<file path="src/exec_core_pkg.sv">
package exec_core_pkg;
    // Register byte offsets on the APB window
    localparam logic [7:0] OFF_INSTR = 8'h00;
    localparam logic [7:0] OFF_ACC = 8'h04;
    localparam logic [7:0] OFF_STATUS = 8'h08;
    localparam logic [7:0] OFF_IPTR = 8'h0c;
    localparam logic [7:0] OFF_STACK = 8'h10;
    localparam logic [7:0] OFF_FADDR = 8'h14;
    localparam logic [7:0] OFF_FDATA = 8'h18;
    localparam logic [7:0] OFF_WDOG = 8'h1c;

    // Instruction word fields
    localparam int OP_LSB = 0;
    localparam int DEST_BIT = 2;
    localparam int WAKE_BIT = 3;
    localparam int FADDR_LSB = 8;
    localparam int FADDR_W = 7;
    localparam int LIT_LSB = 16;

    // Status word fields
    localparam int ST_CARRY = 0;
    localparam int ST_SLEEP_FLAG = 3;
    localparam int ST_EXPIRY_FLAG = 4;
    localparam int ST_BUSY = 8;
    localparam int ST_HALT = 9;
    localparam int ST_SP_LSB = 16;

    // Widths
    localparam int IPTR_W = 13;
    localparam int CNT_W = 4;

    // Values after reset
    localparam logic [7:0] RST_ACC = 8'h00;
    localparam logic [12:0] RST_IPTR = 13'h0000;
    localparam logic RST_CARRY = 1'b0;
    localparam logic RST_SLEEP_FLAG = 1'b1;
    localparam logic RST_EXPIRY_FLAG = 1'b1;
    localparam logic [7:0] RST_WDOG = 8'h00;
    localparam logic [6:0] RST_FADDR = 7'h00;

    // Timing: one instruction cycle spans several core clocks
    localparam int CLK_PERIOD_NS = 10;
    localparam int INSTR_CYCLE_NS = 40;
    localparam int CLKS_PER_ICYC = (INSTR_CYCLE_NS + CLK_PERIOD_NS - 1) / CLK_PERIOD_NS;
    localparam int EXIT_ICYC = 2;
    localparam int ROTATE_ICYC = 1;
    localparam int SLEEP_ICYC = 1;

    typedef enum logic [1:0] {
        OP_EXIT_CONST = 2'b00,
        OP_EXIT_PLAIN = 2'b01,
        OP_ROTATE = 2'b10,
        OP_SLEEP = 2'b11
    } op_t;

    typedef enum logic [1:0] {
        S_IDLE = 2'b00,
        S_EXEC = 2'b01,
        S_HALT = 2'b10
    } state_t;
endpackage

</file>
<file path="src/exec_core.sv">
// The APB interface to the registers and the address map were chosen for this implementation.
`timescale 1ns/1ps

// Overview of operation
// - Exit-with-constant loads the 8-bit accumulator with its literal byte, any value from 0 to 255.
// - Exit-with-constant pops the return stack and loads the popped address into the instruction pointer.
// - Exit-with-constant is one program word and takes two instruction cycles.
// - Plain exit pops the return stack into the instruction pointer and takes two instruction cycles.
// - Neither exit instruction touches any status flag, and the plain exit has no operand.
// - Rotate-left shifts the register left, old carry into bit 0 and old bit 7 into carry.
// - Rotate-left with target bit 0 writes the accumulator and keeps the source; with 1 it writes the source.
// - Sleep clears the sleep-entered flag and sets the watchdog-expiry flag.
// - Sleep clears the watchdog counter and its prescaler.
// - After sleep the core halts with its clock stopped and runs no further instruction until a wake write to the instruction register.
module exec_core #(
    parameter int STACK_DEPTH = 8,
    parameter int FILE_WORDS = 128,
    parameter int PRE_W = 8
) (
    input wire logic clk_i, // Core clock, 100 MHz
    input wire logic rst_i, // Synchronous reset, active high
    input wire logic psel_i, // APB select
    input wire logic penable_i, // APB enable
    input wire logic pwrite_i, // APB direction, high for write
    input wire logic [7:0] paddr_i, // APB byte address
    input wire logic [31:0] pwdata_i, // APB write data
    output logic [31:0] prdata_o, // APB read data
    output logic pready_o, // APB ready
    output logic pslverr_o, // APB error
    output logic busy_o, // Instruction in flight
    output logic halted_o // Core halted by sleep
);
    localparam int SP_W = $clog2(STACK_DEPTH);

    logic pready_ff;
    logic pslverr_ff;
    logic [31:0] prdata_ff;
    exec_core_pkg::state_t state_ff;
    exec_core_pkg::state_t nxt_state;
    logic busy_ff;
    logic halted_ff;
    exec_core_pkg::op_t op_ff;
    logic dest_ff;
    logic [6:0] faddr_ff;
    logic [7:0] lit_ff;
    logic [exec_core_pkg::CNT_W-1:0] cnt_ff;
    logic [7:0] acc_ff;
    logic carry_ff;
    logic sleep_flag_ff;
    logic expiry_flag_ff;
    logic [12:0] iptr_ff;
    logic [SP_W-1:0] sp_ff;
    logic [SP_W-1:0] sp_dec;
    logic [12:0] stack_mem [STACK_DEPTH];
    logic [7:0] file_mem [FILE_WORDS];
    logic [6:0] fsel_ff;
    logic [7:0] wdog_ff;
    logic [PRE_W-1:0] pre_ff;
    logic [7:0] rot_src;
    logic [7:0] rot_res;
    logic access;
    logic wr_fire;
    logic issue;
    logic done;

    // Clocks an instruction occupies, less one, as the down-counter load
    function automatic logic [exec_core_pkg::CNT_W-1:0] exec_load(input exec_core_pkg::op_t op);
        int icyc;
        icyc = exec_core_pkg::EXIT_ICYC;
        if (op == exec_core_pkg::OP_ROTATE) begin
            icyc = exec_core_pkg::ROTATE_ICYC;
        end else if (op == exec_core_pkg::OP_SLEEP) begin
            icyc = exec_core_pkg::SLEEP_ICYC;
        end
        return exec_core_pkg::CNT_W'(icyc * exec_core_pkg::CLKS_PER_ICYC - 1);
    endfunction

    // Address decode with access policy; used by the error path only, the read mux decodes on its own
    function automatic logic reg_ok(input logic [7:0] addr, input logic wr, input exec_core_pkg::state_t st,
                                    input logic wake);
        logic ok;
        ok = 1'b0;
        unique case (addr)
            exec_core_pkg::OFF_INSTR: ok = !wr || st == exec_core_pkg::S_IDLE || (st == exec_core_pkg::S_HALT && wake);
            exec_core_pkg::OFF_ACC, exec_core_pkg::OFF_STATUS, exec_core_pkg::OFF_IPTR, exec_core_pkg::OFF_STACK,
            exec_core_pkg::OFF_FADDR, exec_core_pkg::OFF_FDATA: ok = !wr || st == exec_core_pkg::S_IDLE;
            exec_core_pkg::OFF_WDOG: ok = !wr;
            default: ok = 1'b0;
        endcase
        return ok;
    endfunction

    assign access = psel_i && penable_i && !pready_ff;
    // Writes land only at the edge that completes the transfer, and only if not refused
    assign wr_fire = psel_i && penable_i && pwrite_i && pready_ff && !pslverr_ff;
    assign issue = wr_fire && paddr_i == exec_core_pkg::OFF_INSTR && state_ff == exec_core_pkg::S_IDLE;
    assign done = state_ff == exec_core_pkg::S_EXEC && cnt_ff == '0;
    assign sp_dec = sp_ff - SP_W'(1);
    assign rot_src = file_mem[faddr_ff];
    assign rot_res = {rot_src[6:0], carry_ff};

    // One wait state on every access; keeps decode off the combinational path
    always_ff @(posedge clk_i) begin
        if (rst_i) begin
            pready_ff <= 1'b0;
            pslverr_ff <= 1'b0;
        end else begin
            pready_ff <= access;
            pslverr_ff <= access && !reg_ok(paddr_i, pwrite_i, state_ff, pwdata_i[exec_core_pkg::WAKE_BIT]);
        end
    end

    // Read mux, captured one cycle before the answer
    always_ff @(posedge clk_i) begin
        if (rst_i) begin
            prdata_ff <= 32'h0000_0000;
        end else if (access && !pwrite_i) begin
            prdata_ff <= 32'h0000_0000;
            unique case (paddr_i)
                exec_core_pkg::OFF_INSTR: prdata_ff <= {8'h00, lit_ff, 1'b0, faddr_ff, 5'h00, dest_ff, op_ff};
                exec_core_pkg::OFF_ACC: prdata_ff <= {24'h000000, acc_ff};
                exec_core_pkg::OFF_STATUS: begin
                    prdata_ff[exec_core_pkg::ST_CARRY] <= carry_ff;
                    prdata_ff[exec_core_pkg::ST_SLEEP_FLAG] <= sleep_flag_ff;
                    prdata_ff[exec_core_pkg::ST_EXPIRY_FLAG] <= expiry_flag_ff;
                    prdata_ff[exec_core_pkg::ST_BUSY] <= busy_ff;
                    prdata_ff[exec_core_pkg::ST_HALT] <= halted_ff;
                    prdata_ff[exec_core_pkg::ST_SP_LSB +: SP_W] <= sp_ff;
                end
                exec_core_pkg::OFF_IPTR: prdata_ff <= {19'h00000, iptr_ff};
                exec_core_pkg::OFF_STACK: prdata_ff <= {19'h00000, stack_mem[sp_dec]};
                exec_core_pkg::OFF_FADDR: prdata_ff <= {25'h0000000, fsel_ff};
                exec_core_pkg::OFF_FDATA: prdata_ff <= {24'h000000, file_mem[fsel_ff]};
                exec_core_pkg::OFF_WDOG: prdata_ff <= {24'h000000, wdog_ff};
                default: prdata_ff <= 32'h0000_0000;
            endcase
        end
    end

    // Sequencer: idle, executing, halted
    always_comb begin
        nxt_state = state_ff;
        unique case (state_ff)
            exec_core_pkg::S_IDLE: if (issue) nxt_state = exec_core_pkg::S_EXEC;
            exec_core_pkg::S_EXEC: begin
                if (done) begin
                    // Sleep stops the instruction clock; only a wake write restarts it
                    nxt_state = op_ff == exec_core_pkg::OP_SLEEP ? exec_core_pkg::S_HALT : exec_core_pkg::S_IDLE;
                end
            end
            exec_core_pkg::S_HALT: if (wr_fire && paddr_i == exec_core_pkg::OFF_INSTR) nxt_state = exec_core_pkg::S_IDLE;
            default: nxt_state = exec_core_pkg::S_IDLE;
        endcase
    end

    always_ff @(posedge clk_i) begin
        if (rst_i) begin
            state_ff <= exec_core_pkg::S_IDLE;
            busy_ff <= 1'b0;
            halted_ff <= 1'b0;
        end else begin
            state_ff <= nxt_state;
            busy_ff <= nxt_state == exec_core_pkg::S_EXEC;
            halted_ff <= nxt_state == exec_core_pkg::S_HALT;
        end
    end

    // Latch the issued instruction; the exit forms ignore unused fields
    always_ff @(posedge clk_i) begin
        if (rst_i) begin
            op_ff <= exec_core_pkg::OP_EXIT_PLAIN;
            dest_ff <= 1'b0;
            faddr_ff <= exec_core_pkg::RST_FADDR;
            lit_ff <= 8'h00;
            cnt_ff <= '0;
        end else if (issue) begin
            op_ff <= exec_core_pkg::op_t'(pwdata_i[exec_core_pkg::OP_LSB +: 2]);
            dest_ff <= pwdata_i[exec_core_pkg::DEST_BIT];
            faddr_ff <= pwdata_i[exec_core_pkg::FADDR_LSB +: exec_core_pkg::FADDR_W];
            lit_ff <= pwdata_i[exec_core_pkg::LIT_LSB +: 8];
            cnt_ff <= exec_load(exec_core_pkg::op_t'(pwdata_i[exec_core_pkg::OP_LSB +: 2]));
        end else if (state_ff == exec_core_pkg::S_EXEC && cnt_ff != '0) begin
            cnt_ff <= cnt_ff - exec_core_pkg::CNT_W'(1);
        end
    end

    // Accumulator
    always_ff @(posedge clk_i) begin
        if (rst_i) begin
            acc_ff <= exec_core_pkg::RST_ACC;
        end else if (done && op_ff == exec_core_pkg::OP_EXIT_CONST) begin
            acc_ff <= lit_ff;
        end else if (done && op_ff == exec_core_pkg::OP_ROTATE && !dest_ff) begin
            acc_ff <= rot_res;
        end else if (wr_fire && paddr_i == exec_core_pkg::OFF_ACC) begin
            acc_ff <= pwdata_i[7:0];
        end
    end

    // Carry: only the rotate changes it among the instructions here
    always_ff @(posedge clk_i) begin
        if (rst_i) begin
            carry_ff <= exec_core_pkg::RST_CARRY;
        end else if (done && op_ff == exec_core_pkg::OP_ROTATE) begin
            carry_ff <= rot_src[7];
        end else if (wr_fire && paddr_i == exec_core_pkg::OFF_STATUS) begin
            carry_ff <= pwdata_i[exec_core_pkg::ST_CARRY];
        end
    end

    // Power flags are read-only to software; sleep wins over a same-cycle timeout
    always_ff @(posedge clk_i) begin
        if (rst_i) begin
            sleep_flag_ff <= exec_core_pkg::RST_SLEEP_FLAG;
            expiry_flag_ff <= exec_core_pkg::RST_EXPIRY_FLAG;
        end else if (done && op_ff == exec_core_pkg::OP_SLEEP) begin
            sleep_flag_ff <= 1'b0;
            expiry_flag_ff <= 1'b1;
        end else if (wdog_ff == 8'hff && &pre_ff) begin
            expiry_flag_ff <= 1'b0;
        end
    end

    // Instruction pointer and return stack; the stack wraps rather than faulting
    always_ff @(posedge clk_i) begin
        if (rst_i) begin
            iptr_ff <= exec_core_pkg::RST_IPTR;
            sp_ff <= '0;
        end else if (done && (op_ff == exec_core_pkg::OP_EXIT_CONST || op_ff == exec_core_pkg::OP_EXIT_PLAIN)) begin
            iptr_ff <= stack_mem[sp_dec];
            sp_ff <= sp_dec;
        end else if (done) begin
            iptr_ff <= iptr_ff + 13'h0001;
        end else if (wr_fire && paddr_i == exec_core_pkg::OFF_IPTR) begin
            iptr_ff <= pwdata_i[12:0];
        end else if (wr_fire && paddr_i == exec_core_pkg::OFF_STACK) begin
            sp_ff <= sp_ff + SP_W'(1);
        end
    end

    // Stack storage, filled by software pushes
    always_ff @(posedge clk_i) begin
        if (wr_fire && paddr_i == exec_core_pkg::OFF_STACK) begin
            stack_mem[sp_ff] <= pwdata_i[12:0];
        end
    end

    // File registers: software window plus rotate write-back
    always_ff @(posedge clk_i) begin
        if (done && op_ff == exec_core_pkg::OP_ROTATE && dest_ff) begin
            file_mem[faddr_ff] <= rot_res;
        end else if (wr_fire && paddr_i == exec_core_pkg::OFF_FDATA) begin
            file_mem[fsel_ff] <= pwdata_i[7:0];
        end
    end

    always_ff @(posedge clk_i) begin
        if (rst_i) begin
            fsel_ff <= exec_core_pkg::RST_FADDR;
        end else if (wr_fire && paddr_i == exec_core_pkg::OFF_FADDR) begin
            fsel_ff <= pwdata_i[6:0];
        end
    end

    // Watchdog and prescaler; frozen while halted since the clock is stopped
    always_ff @(posedge clk_i) begin
        if (rst_i) begin
            wdog_ff <= exec_core_pkg::RST_WDOG;
            pre_ff <= '0;
        end else if (done && op_ff == exec_core_pkg::OP_SLEEP) begin
            wdog_ff <= 8'h00;
            pre_ff <= '0;
        end else if (state_ff != exec_core_pkg::S_HALT) begin
            pre_ff <= pre_ff + PRE_W'(1);
            if (&pre_ff) begin
                wdog_ff <= wdog_ff + 8'h01;
            end
        end
    end

    assign prdata_o = prdata_ff;
    assign pready_o = pready_ff;
    assign pslverr_o = pslverr_ff;
    assign busy_o = busy_ff;
    assign halted_o = halted_ff;

    // Clocks spent in execution, for the timing checks
    logic [7:0] len_ff;
    always_ff @(posedge clk_i) begin
        if (rst_i || state_ff != exec_core_pkg::S_EXEC) begin
            len_ff <= 8'h00;
        end else begin
            len_ff <= len_ff + 8'h01;
        end
    end

    exit_const_acc_a: assert property (@(posedge clk_i) disable iff (rst_i)
        done && op_ff == exec_core_pkg::OP_EXIT_CONST |=> acc_ff == $past(lit_ff))
        else $error("accumulator did not take the literal");

    exit_pop_a: assert property (@(posedge clk_i) disable iff (rst_i)
        done && op_ff != exec_core_pkg::OP_ROTATE && op_ff != exec_core_pkg::OP_SLEEP
        |=> iptr_ff == $past(stack_mem[sp_dec]) && sp_ff == $past(sp_dec))
        else $error("exit did not pop the stack into the pointer");

    exit_length_a: assert property (@(posedge clk_i) disable iff (rst_i)
        done && op_ff != exec_core_pkg::OP_ROTATE && op_ff != exec_core_pkg::OP_SLEEP
        |-> len_ff == 8'(exec_core_pkg::EXIT_ICYC * exec_core_pkg::CLKS_PER_ICYC - 1))
        else $error("exit did not take two instruction cycles");

    plain_busy_a: assert property (@(posedge clk_i) disable iff (rst_i)
        issue && pwdata_i[1:0] == 2'b01 |=> busy_o [*8] ##1 !busy_o)
        else $error("plain exit busy window wrong");

    exit_flags_a: assert property (@(posedge clk_i) disable iff (rst_i)
        done && op_ff != exec_core_pkg::OP_ROTATE && op_ff != exec_core_pkg::OP_SLEEP
        |=> $stable(carry_ff) && $stable(sleep_flag_ff))
        else $error("exit changed a status flag");

    rotate_acc_a: assert property (@(posedge clk_i) disable iff (rst_i)
        done && op_ff == exec_core_pkg::OP_ROTATE && !dest_ff
        |=> acc_ff == {$past(rot_src[6:0]), $past(carry_ff)} && carry_ff == $past(rot_src[7])
            && file_mem[faddr_ff] == $past(rot_src))
        else $error("rotate into accumulator wrong");

    rotate_file_a: assert property (@(posedge clk_i) disable iff (rst_i)
        done && op_ff == exec_core_pkg::OP_ROTATE && dest_ff
        |=> file_mem[faddr_ff] == $past(rot_res) && $stable(acc_ff))
        else $error("rotate write-back wrong");

    rotate_short_a: assert property (@(posedge clk_i) disable iff (rst_i)
        done && op_ff == exec_core_pkg::OP_ROTATE
        |-> len_ff == 8'(exec_core_pkg::CLKS_PER_ICYC - 1) ##1 $stable(sleep_flag_ff))
        else $error("rotate length or flags wrong");

    sleep_flags_a: assert property (@(posedge clk_i) disable iff (rst_i)
        done && op_ff == exec_core_pkg::OP_SLEEP |=> !sleep_flag_ff && expiry_flag_ff && halted_o)
        else $error("sleep flags wrong");

    sleep_wdog_a: assert property (@(posedge clk_i) disable iff (rst_i)
        done && op_ff == exec_core_pkg::OP_SLEEP |=> wdog_ff == 8'h00 && pre_ff == '0)
        else $error("watchdog not cleared by sleep");

    halt_frozen_a: assert property (@(posedge clk_i) disable iff (rst_i)
        halted_o && !wr_fire |=> $stable(iptr_ff) && !busy_o && $stable(wdog_ff))
        else $error("core ran while halted");
endmodule

</file>
<file path="config.mk">
export PLATFORM = sky130hd
export DESIGN_NAME = exec_core
export DESIGN_NICKNAME = d
export VERILOG_FILES = /design/src/exec_core_pkg.sv /design/src/exec_core.sv
export SDC_FILE = /design/constraint.sdc
export NUM_CORES = 2
export LEC_CHECK = 0
export ABC_CLOCK_PERIOD_IN_PS = 6130
export BUFFER_PORTS_ARGS = -buffer_cell sky130_fd_sc_hd__buf_2
export CAP_MARGIN = 20
export CELL_PAD_IN_SITES_DETAIL_PLACEMENT = 1
export CELL_PAD_IN_SITES_GLOBAL_PLACEMENT = 1
export CORE_MARGIN = 5
export CORE_UTILIZATION = 50
export DETAILED_ROUTE_END_ITERATION = 6
export GPL_TIMING_DRIVEN = 1
export PLACE_DENSITY = 0.79
export SLEW_MARGIN = 20
export SYNTH_ARGS = -nofsm -noshare
export SYNTH_HDL_FRONTEND = slang
export SYNTH_SLANG_ARGS = --single-unit
export TNS_END_PERCENT = 30
</file>
<file path="constraint.sdc">
create_clock -name clk_i -period 6.13 [get_ports clk_i]
set_input_delay 1.226 -clock clk_i [delete_from_list [all_inputs] [get_ports clk_i]]
set_output_delay 1.226 -clock clk_i [all_outputs]
set_load 0.05 [all_outputs]
</file>
# After elaboration in Yosys (flattened, before gate mapping)
# Memory sizes are Yosys's and may differ from the RTL's. A register that Yosys moved wholly into a read port is not among the register bits.
# Cells that the tools add are included.
# Widths: inputs -> output; s select.
dict set report totals {
  elab_cells 145
  out_inout_bits 36
  mem_bits_rw 1128
  register_bits 110
  memories 2
}
# name words word_bits read_ports rd_clocked_by_memory_dff write_ports line
set mem_list {}
lappend mem_list {file_mem 128 8 2 2 1 exec_core.sv:55} ;# logic [7:0] file_mem [FILE_WORDS];
lappend mem_list {stack_mem 8 13 1 0 1 exec_core.sv:54} ;# logic [12:0] stack_mem [STACK_DEPTH];
dict set report classes {
  mux 47
  add_sub_neg 7
  eq_ne 20
  n_reduce_logical 49
}
# cell count
set ops {}
lappend ops {{$mux 13} 3}
lappend ops {{$mux 7} 5}
lappend ops {{$eq 8x5->1 const B} 4}
lappend ops {{$mux 8} 4}
lappend ops {{$pmux 2 s7} 2}
lappend ops {{$logic_and 1x1->1} 25}
lappend ops {{$pmux 3 s6} 1}
lappend ops {{$add 8x1->8 const B} 2}
lappend ops {{$eq 8x4->1 const B} 2}
lappend ops {{$mux 2} 8}
lappend ops {{$pmux 5 s3} 1}
lappend ops {{$add 13x1->13 const B} 1}
lappend ops {{$eq 2x2->1 const B} 6}
lappend ops {{$mux 3} 4}
lappend ops {{$mux 1} 11}
lappend ops {{$reduce_and 9->1} 1}
lappend ops {{$eq 8x3->1 const B} 1}
lappend ops {{$eq 8x8->1 const B} 1}
lappend ops {{$logic_not 8->1} 1}
lappend ops {{$mux 4} 2}
lappend ops {{$pmux 1 s8} 1}
lappend ops {{$pmux 2 s4} 1}
lappend ops {{$reduce_and 8->1} 1}
lappend ops {{$reduce_or 8->1} 1}
lappend ops {{21 further kinds} 34}

# Longest topological paths before layout
dict set report depth {
  ltp_word 10
  ltp_mapped 13
  depth_no_buf 9
}

# Least setup slack after synthesis
# OpenSTA, ideal clock, no wires.
dict set report synth_timing {
  kind {input port to flip-flop}
  start {in psel_i}
  end {mem file_mem[0][0], data pin}
  setup_time_ps 512
  path_slack_ps 1491
  stages 8
  arrival_ps 4127
  t_required_ps 5618
  path_cell_list {nand2_1 > nor3_1 > and3_1 > clkbuf_2 > buf_6 > clkbuf_1 > nand2_1 > nand2_1}
}
dict set report synth_via {
  elab_chain_len 10
}
# item line
set synth_rtl {}
lappend synth_rtl {{start, declared} exec_core.sv:22} ;# input wire logic psel_i,
lappend synth_rtl {{$logic_and 1x1->1 (4 in series)} exec_core.sv:95} ;# assign wr_fire = psel_i && penable_i && pwrite_i && pready_ff && !pslverr_ff;
lappend synth_rtl {{$logic_and 1x1->1} exec_core.sv:252} ;# end else if (wr_fire && paddr_i == exec_core_pkg::OFF_FDATA) begin
lappend synth_rtl {{$mux 1} exec_core.sv:252}
lappend synth_rtl {{$mux 1} exec_core.sv:250} ;# if (done && op_ff == exec_core_pkg::OP_ROTATE && dest_ff) begin
lappend synth_rtl {{$mux 1 (implied by the code)} exec_core.sv:253} ;# file_mem[fsel_ff] <= pwdata_i[7:0];
lappend synth_rtl {{$reduce_or 8->1 (no line)} --}
lappend synth_rtl {{$mux 8 (no line)} --}
lappend synth_rtl {{end, declared} exec_core.sv:55}
# No other way between the ends.

==> metrics.csv <==
stage,metric,value,unit
sta,Period minus WS final,5.23,ns
cts,count of cells resized by post-cts repair,0,
run,max-cap check violation count,0,
setup_path,worst path cell trace,"nor2b_4, buf_4, a221oi_1, a21oi_1, nor4_1, a21oi_1, nor3_1, a21o_4, buf_4",
final_layout,most used cells in the layout excluding fill and tap cells,"1128 x sky130_fd_sc_hd__edfxtp_1, 409 x sky130_fd_sc_hd__mux4_2, 363 x sky130_fd_sc_hd__mux2i_1",
drt,WL/cell,37.4,um
setup_path,crit path max-delay cell type,sky130_fd_sc_hd__dfxtp_4,
sta,Fin. Hold Viols,0,
logic_synthesis,post-synth top area share,0.578,
setup_path,startpoint-to-endpoint class of the critical path,reg2reg,
logic_synthesis,most used flip-flop cell after synthesis,sky130_fd_sc_hd__edfxtp_1,
sta,Clock Skews,0.0324,ns
die,DIE HEIGHT,352,um
cts,number of sinks on the clock net,1243,
drt,Via Count,38800,
placed_design,worst setup slack after placement,1.05,ns
grt,first-pass GRT wire length,286000,um
cts,maximum buffer depth of the clock tree,3,
logic_synthesis,"Avg Cell Area, Syn",16.0,um^2
logic_synthesis,main area contributors after synthesis,"sky130_fd_sc_hd__edfxtp_1 58%, sky130_fd_sc_hd__mux4_2 16%, sky130_fd_sc_hd__mux2i_1 6.2%",
power_and_ir_drop,leak pwr,20.1,nW
logic_synthesis,Post-Syn Instances,3660,
drt,initial DRC count,5890,
logic_synthesis,distinct cell type count of the synthesized netlist,77,
drt,post-route ant nets,0,
placed_design,# placed instances,5100,
die,core box area,0.116,mm^2
grt,gr usage total,0.315,
cts,"Clk Latency, worst-skew pair",0.76,ns
drt,final routed DRC violation total,0,
final_layout,Synth-to-Final Area Change,11.0,%
final_layout,end-of-flow core utilization,0.559,
logic_synthesis,sequential fraction of the synthesis area,0.617,
cts,CTS tree,built,
setup_path,CP Launch Type,flip-flop,
sta,setup violation total in the final timing report,0,
placed_design,HPWL after detailed placement,131000,um
sta,Least-Margin Pin Slew,1.23,ns
drt,total length of routed wires,200000,um
sta,final worst path period share,0.854,
setup_path,required time at the worst-slack endpoint,6.63,ns
setup_path,maximum net fanout on the critical path,95,
worst_hold_path,path category of the worst min-delay check,reg2reg,
setup_path,Setup crit end kind,flip-flop,
die,die width,352,um
sta,relative max-transition margin,0.178,
final_layout,fin cells,5351,
cts,Root Buffer Master,sky130_fd_sc_hd__clkbuf_16,
logic_synthesis,post-synthesis instance area,0.0586,mm^2
logic_synthesis,count of warnings emitted by yosys,0,
drt,via density per instance,7.25,
drt,number of detailed-route iterations in the first pass,6,
logic_synthesis,Post-synth ARST share,0,
cts,clock-pin slew reported for the worst setup and hold paths after clock tree synthesis,0.06,ns
setup_path,CP top delay family,compound AO/OA/AOI/OAI gates,
cts,total clock buffers created by CTS,135,
final_layout,share of cells above drive strength 1,0.237,
grt,pin count of the biggest net entering global routing,129,
sta,number of max-slew violations in the final report,0,
sta,Final WS setup,0.895,ns
setup_path,critical path's largest stage delay,0.86,ns
setup_path,"Buf+Inv Stages, Crit Path",2,
cts,number of setup buffers added after CTS,0,
sta,fmax,0.191,GHz
power_and_ir_drop,power density over the cells,264,mW/mm^2
logic_synthesis,number of synthesized flops with an enable pin,1128,
setup_path,worst endpoint data arrival time,5.74,ns
logic_synthesis,register bit total from synthesis,1243,
die,number of placed I/O pins,81,
grt,overflow left after global routing,0,
sta,Setup TNS Final,0,ns
grt,antenna violations before repair,3,
sta,unrepaired setup endpoints after global routing,false,
power_and_ir_drop,overall power of the completed layout,17.2,mW
cts,maximum level of the CTS H-tree,4,
die,die area,0.124,mm^2
final_layout,nets,3773,
die,initial cell density of the core,0.504,
outcome,run status,"finished, final reports clean",
logic_synthesis,biggest area consumer among synthesized cells,sky130_fd_sc_hd__edfxtp_1,
worst_hold_path,hold path startpoint,prdata_o[22],
final_layout,"most common cell after layout, fill and taps aside",sky130_fd_sc_hd__edfxtp_1,
placed_design,routability congestion estimate from global placement,0.948,
cts,Post-CTS Hold Fix Bufs,0,
die,row cnt,125,
placed_design,I/O Buffers,62,
grt,number of global-route vias before repair,39200,
power_and_ir_drop,worst IR drop on VDD,271,uV
## registers in the layout, summed over array words and instances, names as in the netlist, 7 cells and up, named ones only
name / count
acc_ff: 8
faddr_ff: 7
file_mem: 1024
fsel_ff: 7
iptr_ff: 13
lit_ff: 8
prdata_o: 23
pre_ff: 8
stack_mem: 104
wdog_ff: 8
## layer usage
| metal | share of wire | GRT usage |
|---|---|---|
| met4 | 0.072 | 0.178 |
| met2 | 0.45 | 0.480 |
| met3 | 0.12 | 0.0929 |
| met5 | 0.00028 | 0.00346 |
| met1 | 0.36 | 0.407 |
## synthesized netlist by cell type (7+ instances only)
library cell / instances
sky130_fd_sc_hd__inv_1: 10
sky130_fd_sc_hd__mux2i_1: 363
sky130_fd_sc_hd__nand3_1: 48
sky130_fd_sc_hd__a22oi_1: 146
sky130_fd_sc_hd__a31oi_1: 12
sky130_fd_sc_hd__a32oi_1: 11
sky130_fd_sc_hd__nand4_1: 25
sky130_fd_sc_hd__a21oi_1: 158
sky130_fd_sc_hd__and2_1: 13
sky130_fd_sc_hd__o21ai_0: 105
sky130_fd_sc_hd__a211oi_1: 15
sky130_fd_sc_hd__or2_2: 23
sky130_fd_sc_hd__a22o_1: 13
sky130_fd_sc_hd__xor2_1: 10
sky130_fd_sc_hd__nor2b_1: 24
sky130_fd_sc_hd__nor4_1: 19
sky130_fd_sc_hd__buf_6: 28
sky130_fd_sc_hd__buf_8: 8
sky130_fd_sc_hd__buf_2: 66
sky130_fd_sc_hd__o22ai_1: 11
sky130_fd_sc_hd__xnor2_1: 9
sky130_fd_sc_hd__clkbuf_1: 116
sky130_fd_sc_hd__ha_1: 7
sky130_fd_sc_hd__mux2_2: 30
sky130_fd_sc_hd__a2111oi_0: 10
sky130_fd_sc_hd__mux4_2: 409
sky130_fd_sc_hd__dfxtp_1: 115
sky130_fd_sc_hd__or3_1: 10
sky130_fd_sc_hd__and3_1: 27
sky130_fd_sc_hd__a221oi_1: 65
sky130_fd_sc_hd__edfxtp_1: 1128
sky130_fd_sc_hd__buf_4: 48
sky130_fd_sc_hd__buf_1: 13
sky130_fd_sc_hd__o21ai_1: 12
sky130_fd_sc_hd__a21o_1: 11
sky130_fd_sc_hd__nor3_1: 59
sky130_fd_sc_hd__nor2_1: 238
sky130_fd_sc_hd__nand2_1: 151
sky130_fd_sc_hd__nand2b_1: 23
## cell families (layout without fill, tap and decap cells)
logic type	count (synthesis)	in the layout	share of synthesized area
DFF	1243	1243	0.617
muxes	802	802	0.225
and+or+nand+nor	687	687	0.0560
AOI/OAI and AO/OA	610	610	0.0689
buffers and inverters	291	447	0.0283
xor gates and xnor gates	19	19	0.00284
adders and majority gates	7	7	0.00149
other	1	12	0.0000640
## worst paths after layout
| kind | slack (ns) | depth (start not counted) | end |
|---|---|---|---|
| worst max-delay path | 0.90 | 9 | file_mem[6][2] |
| worst min register to register | 0.45 | 2 | prdata_o[22] |
| worst min-delay path | 0.45 | 2 | prdata_o[22] |
| worst max register to register | 0.90 | 9 | file_mem[6][2] |
## cell type report
class / instances / area, um^2
Fill cell: 10700 / 51300
Sequential cell: 1243 / 36200
Multi-Input combinational cell: 2134 / 21000
Clock buffer: 173 / 3640
Tap cell: 1524 / 1910
Timing Repair Buffer: 197 / 1650
Clock inverter: 67 / 594
Inverter: 10 / 37.5
Antenna cell: 3 / 7.51
## metrics by stage
stage          hold WS, ns  cell area (um^2)
2_1_floorplan        0.427             58600
4_1_cts              0.458             64800
5_1_grt              0.487             65000
3_3_place_gp         0.439             60600
6_report             0.455             65000
3_5_place_dp         0.446             60600
## power breakdown
part           internal (mW)  switching [mW]
clock                   4.54            3.42
combinational         0.0201          0.0765
sequential              9.11         0.00316
## worst register-to-register path, cell delays in order (launching register included)
cell and delay (ns):
sky130_fd_sc_hd__dfxtp_4 0.86, sky130_fd_sc_hd__nor2b_4 0.28, sky130_fd_sc_hd__buf_4 0.38, sky130_fd_sc_hd__a221oi_1 0.41
sky130_fd_sc_hd__a21oi_1 0.31, sky130_fd_sc_hd__nor4_1 0.79, sky130_fd_sc_hd__a21oi_1 0.25, sky130_fd_sc_hd__nor3_1 0.30
sky130_fd_sc_hd__a21o_4 0.82, sky130_fd_sc_hd__buf_4 0.56
Power figures use the tool's default switching activity.
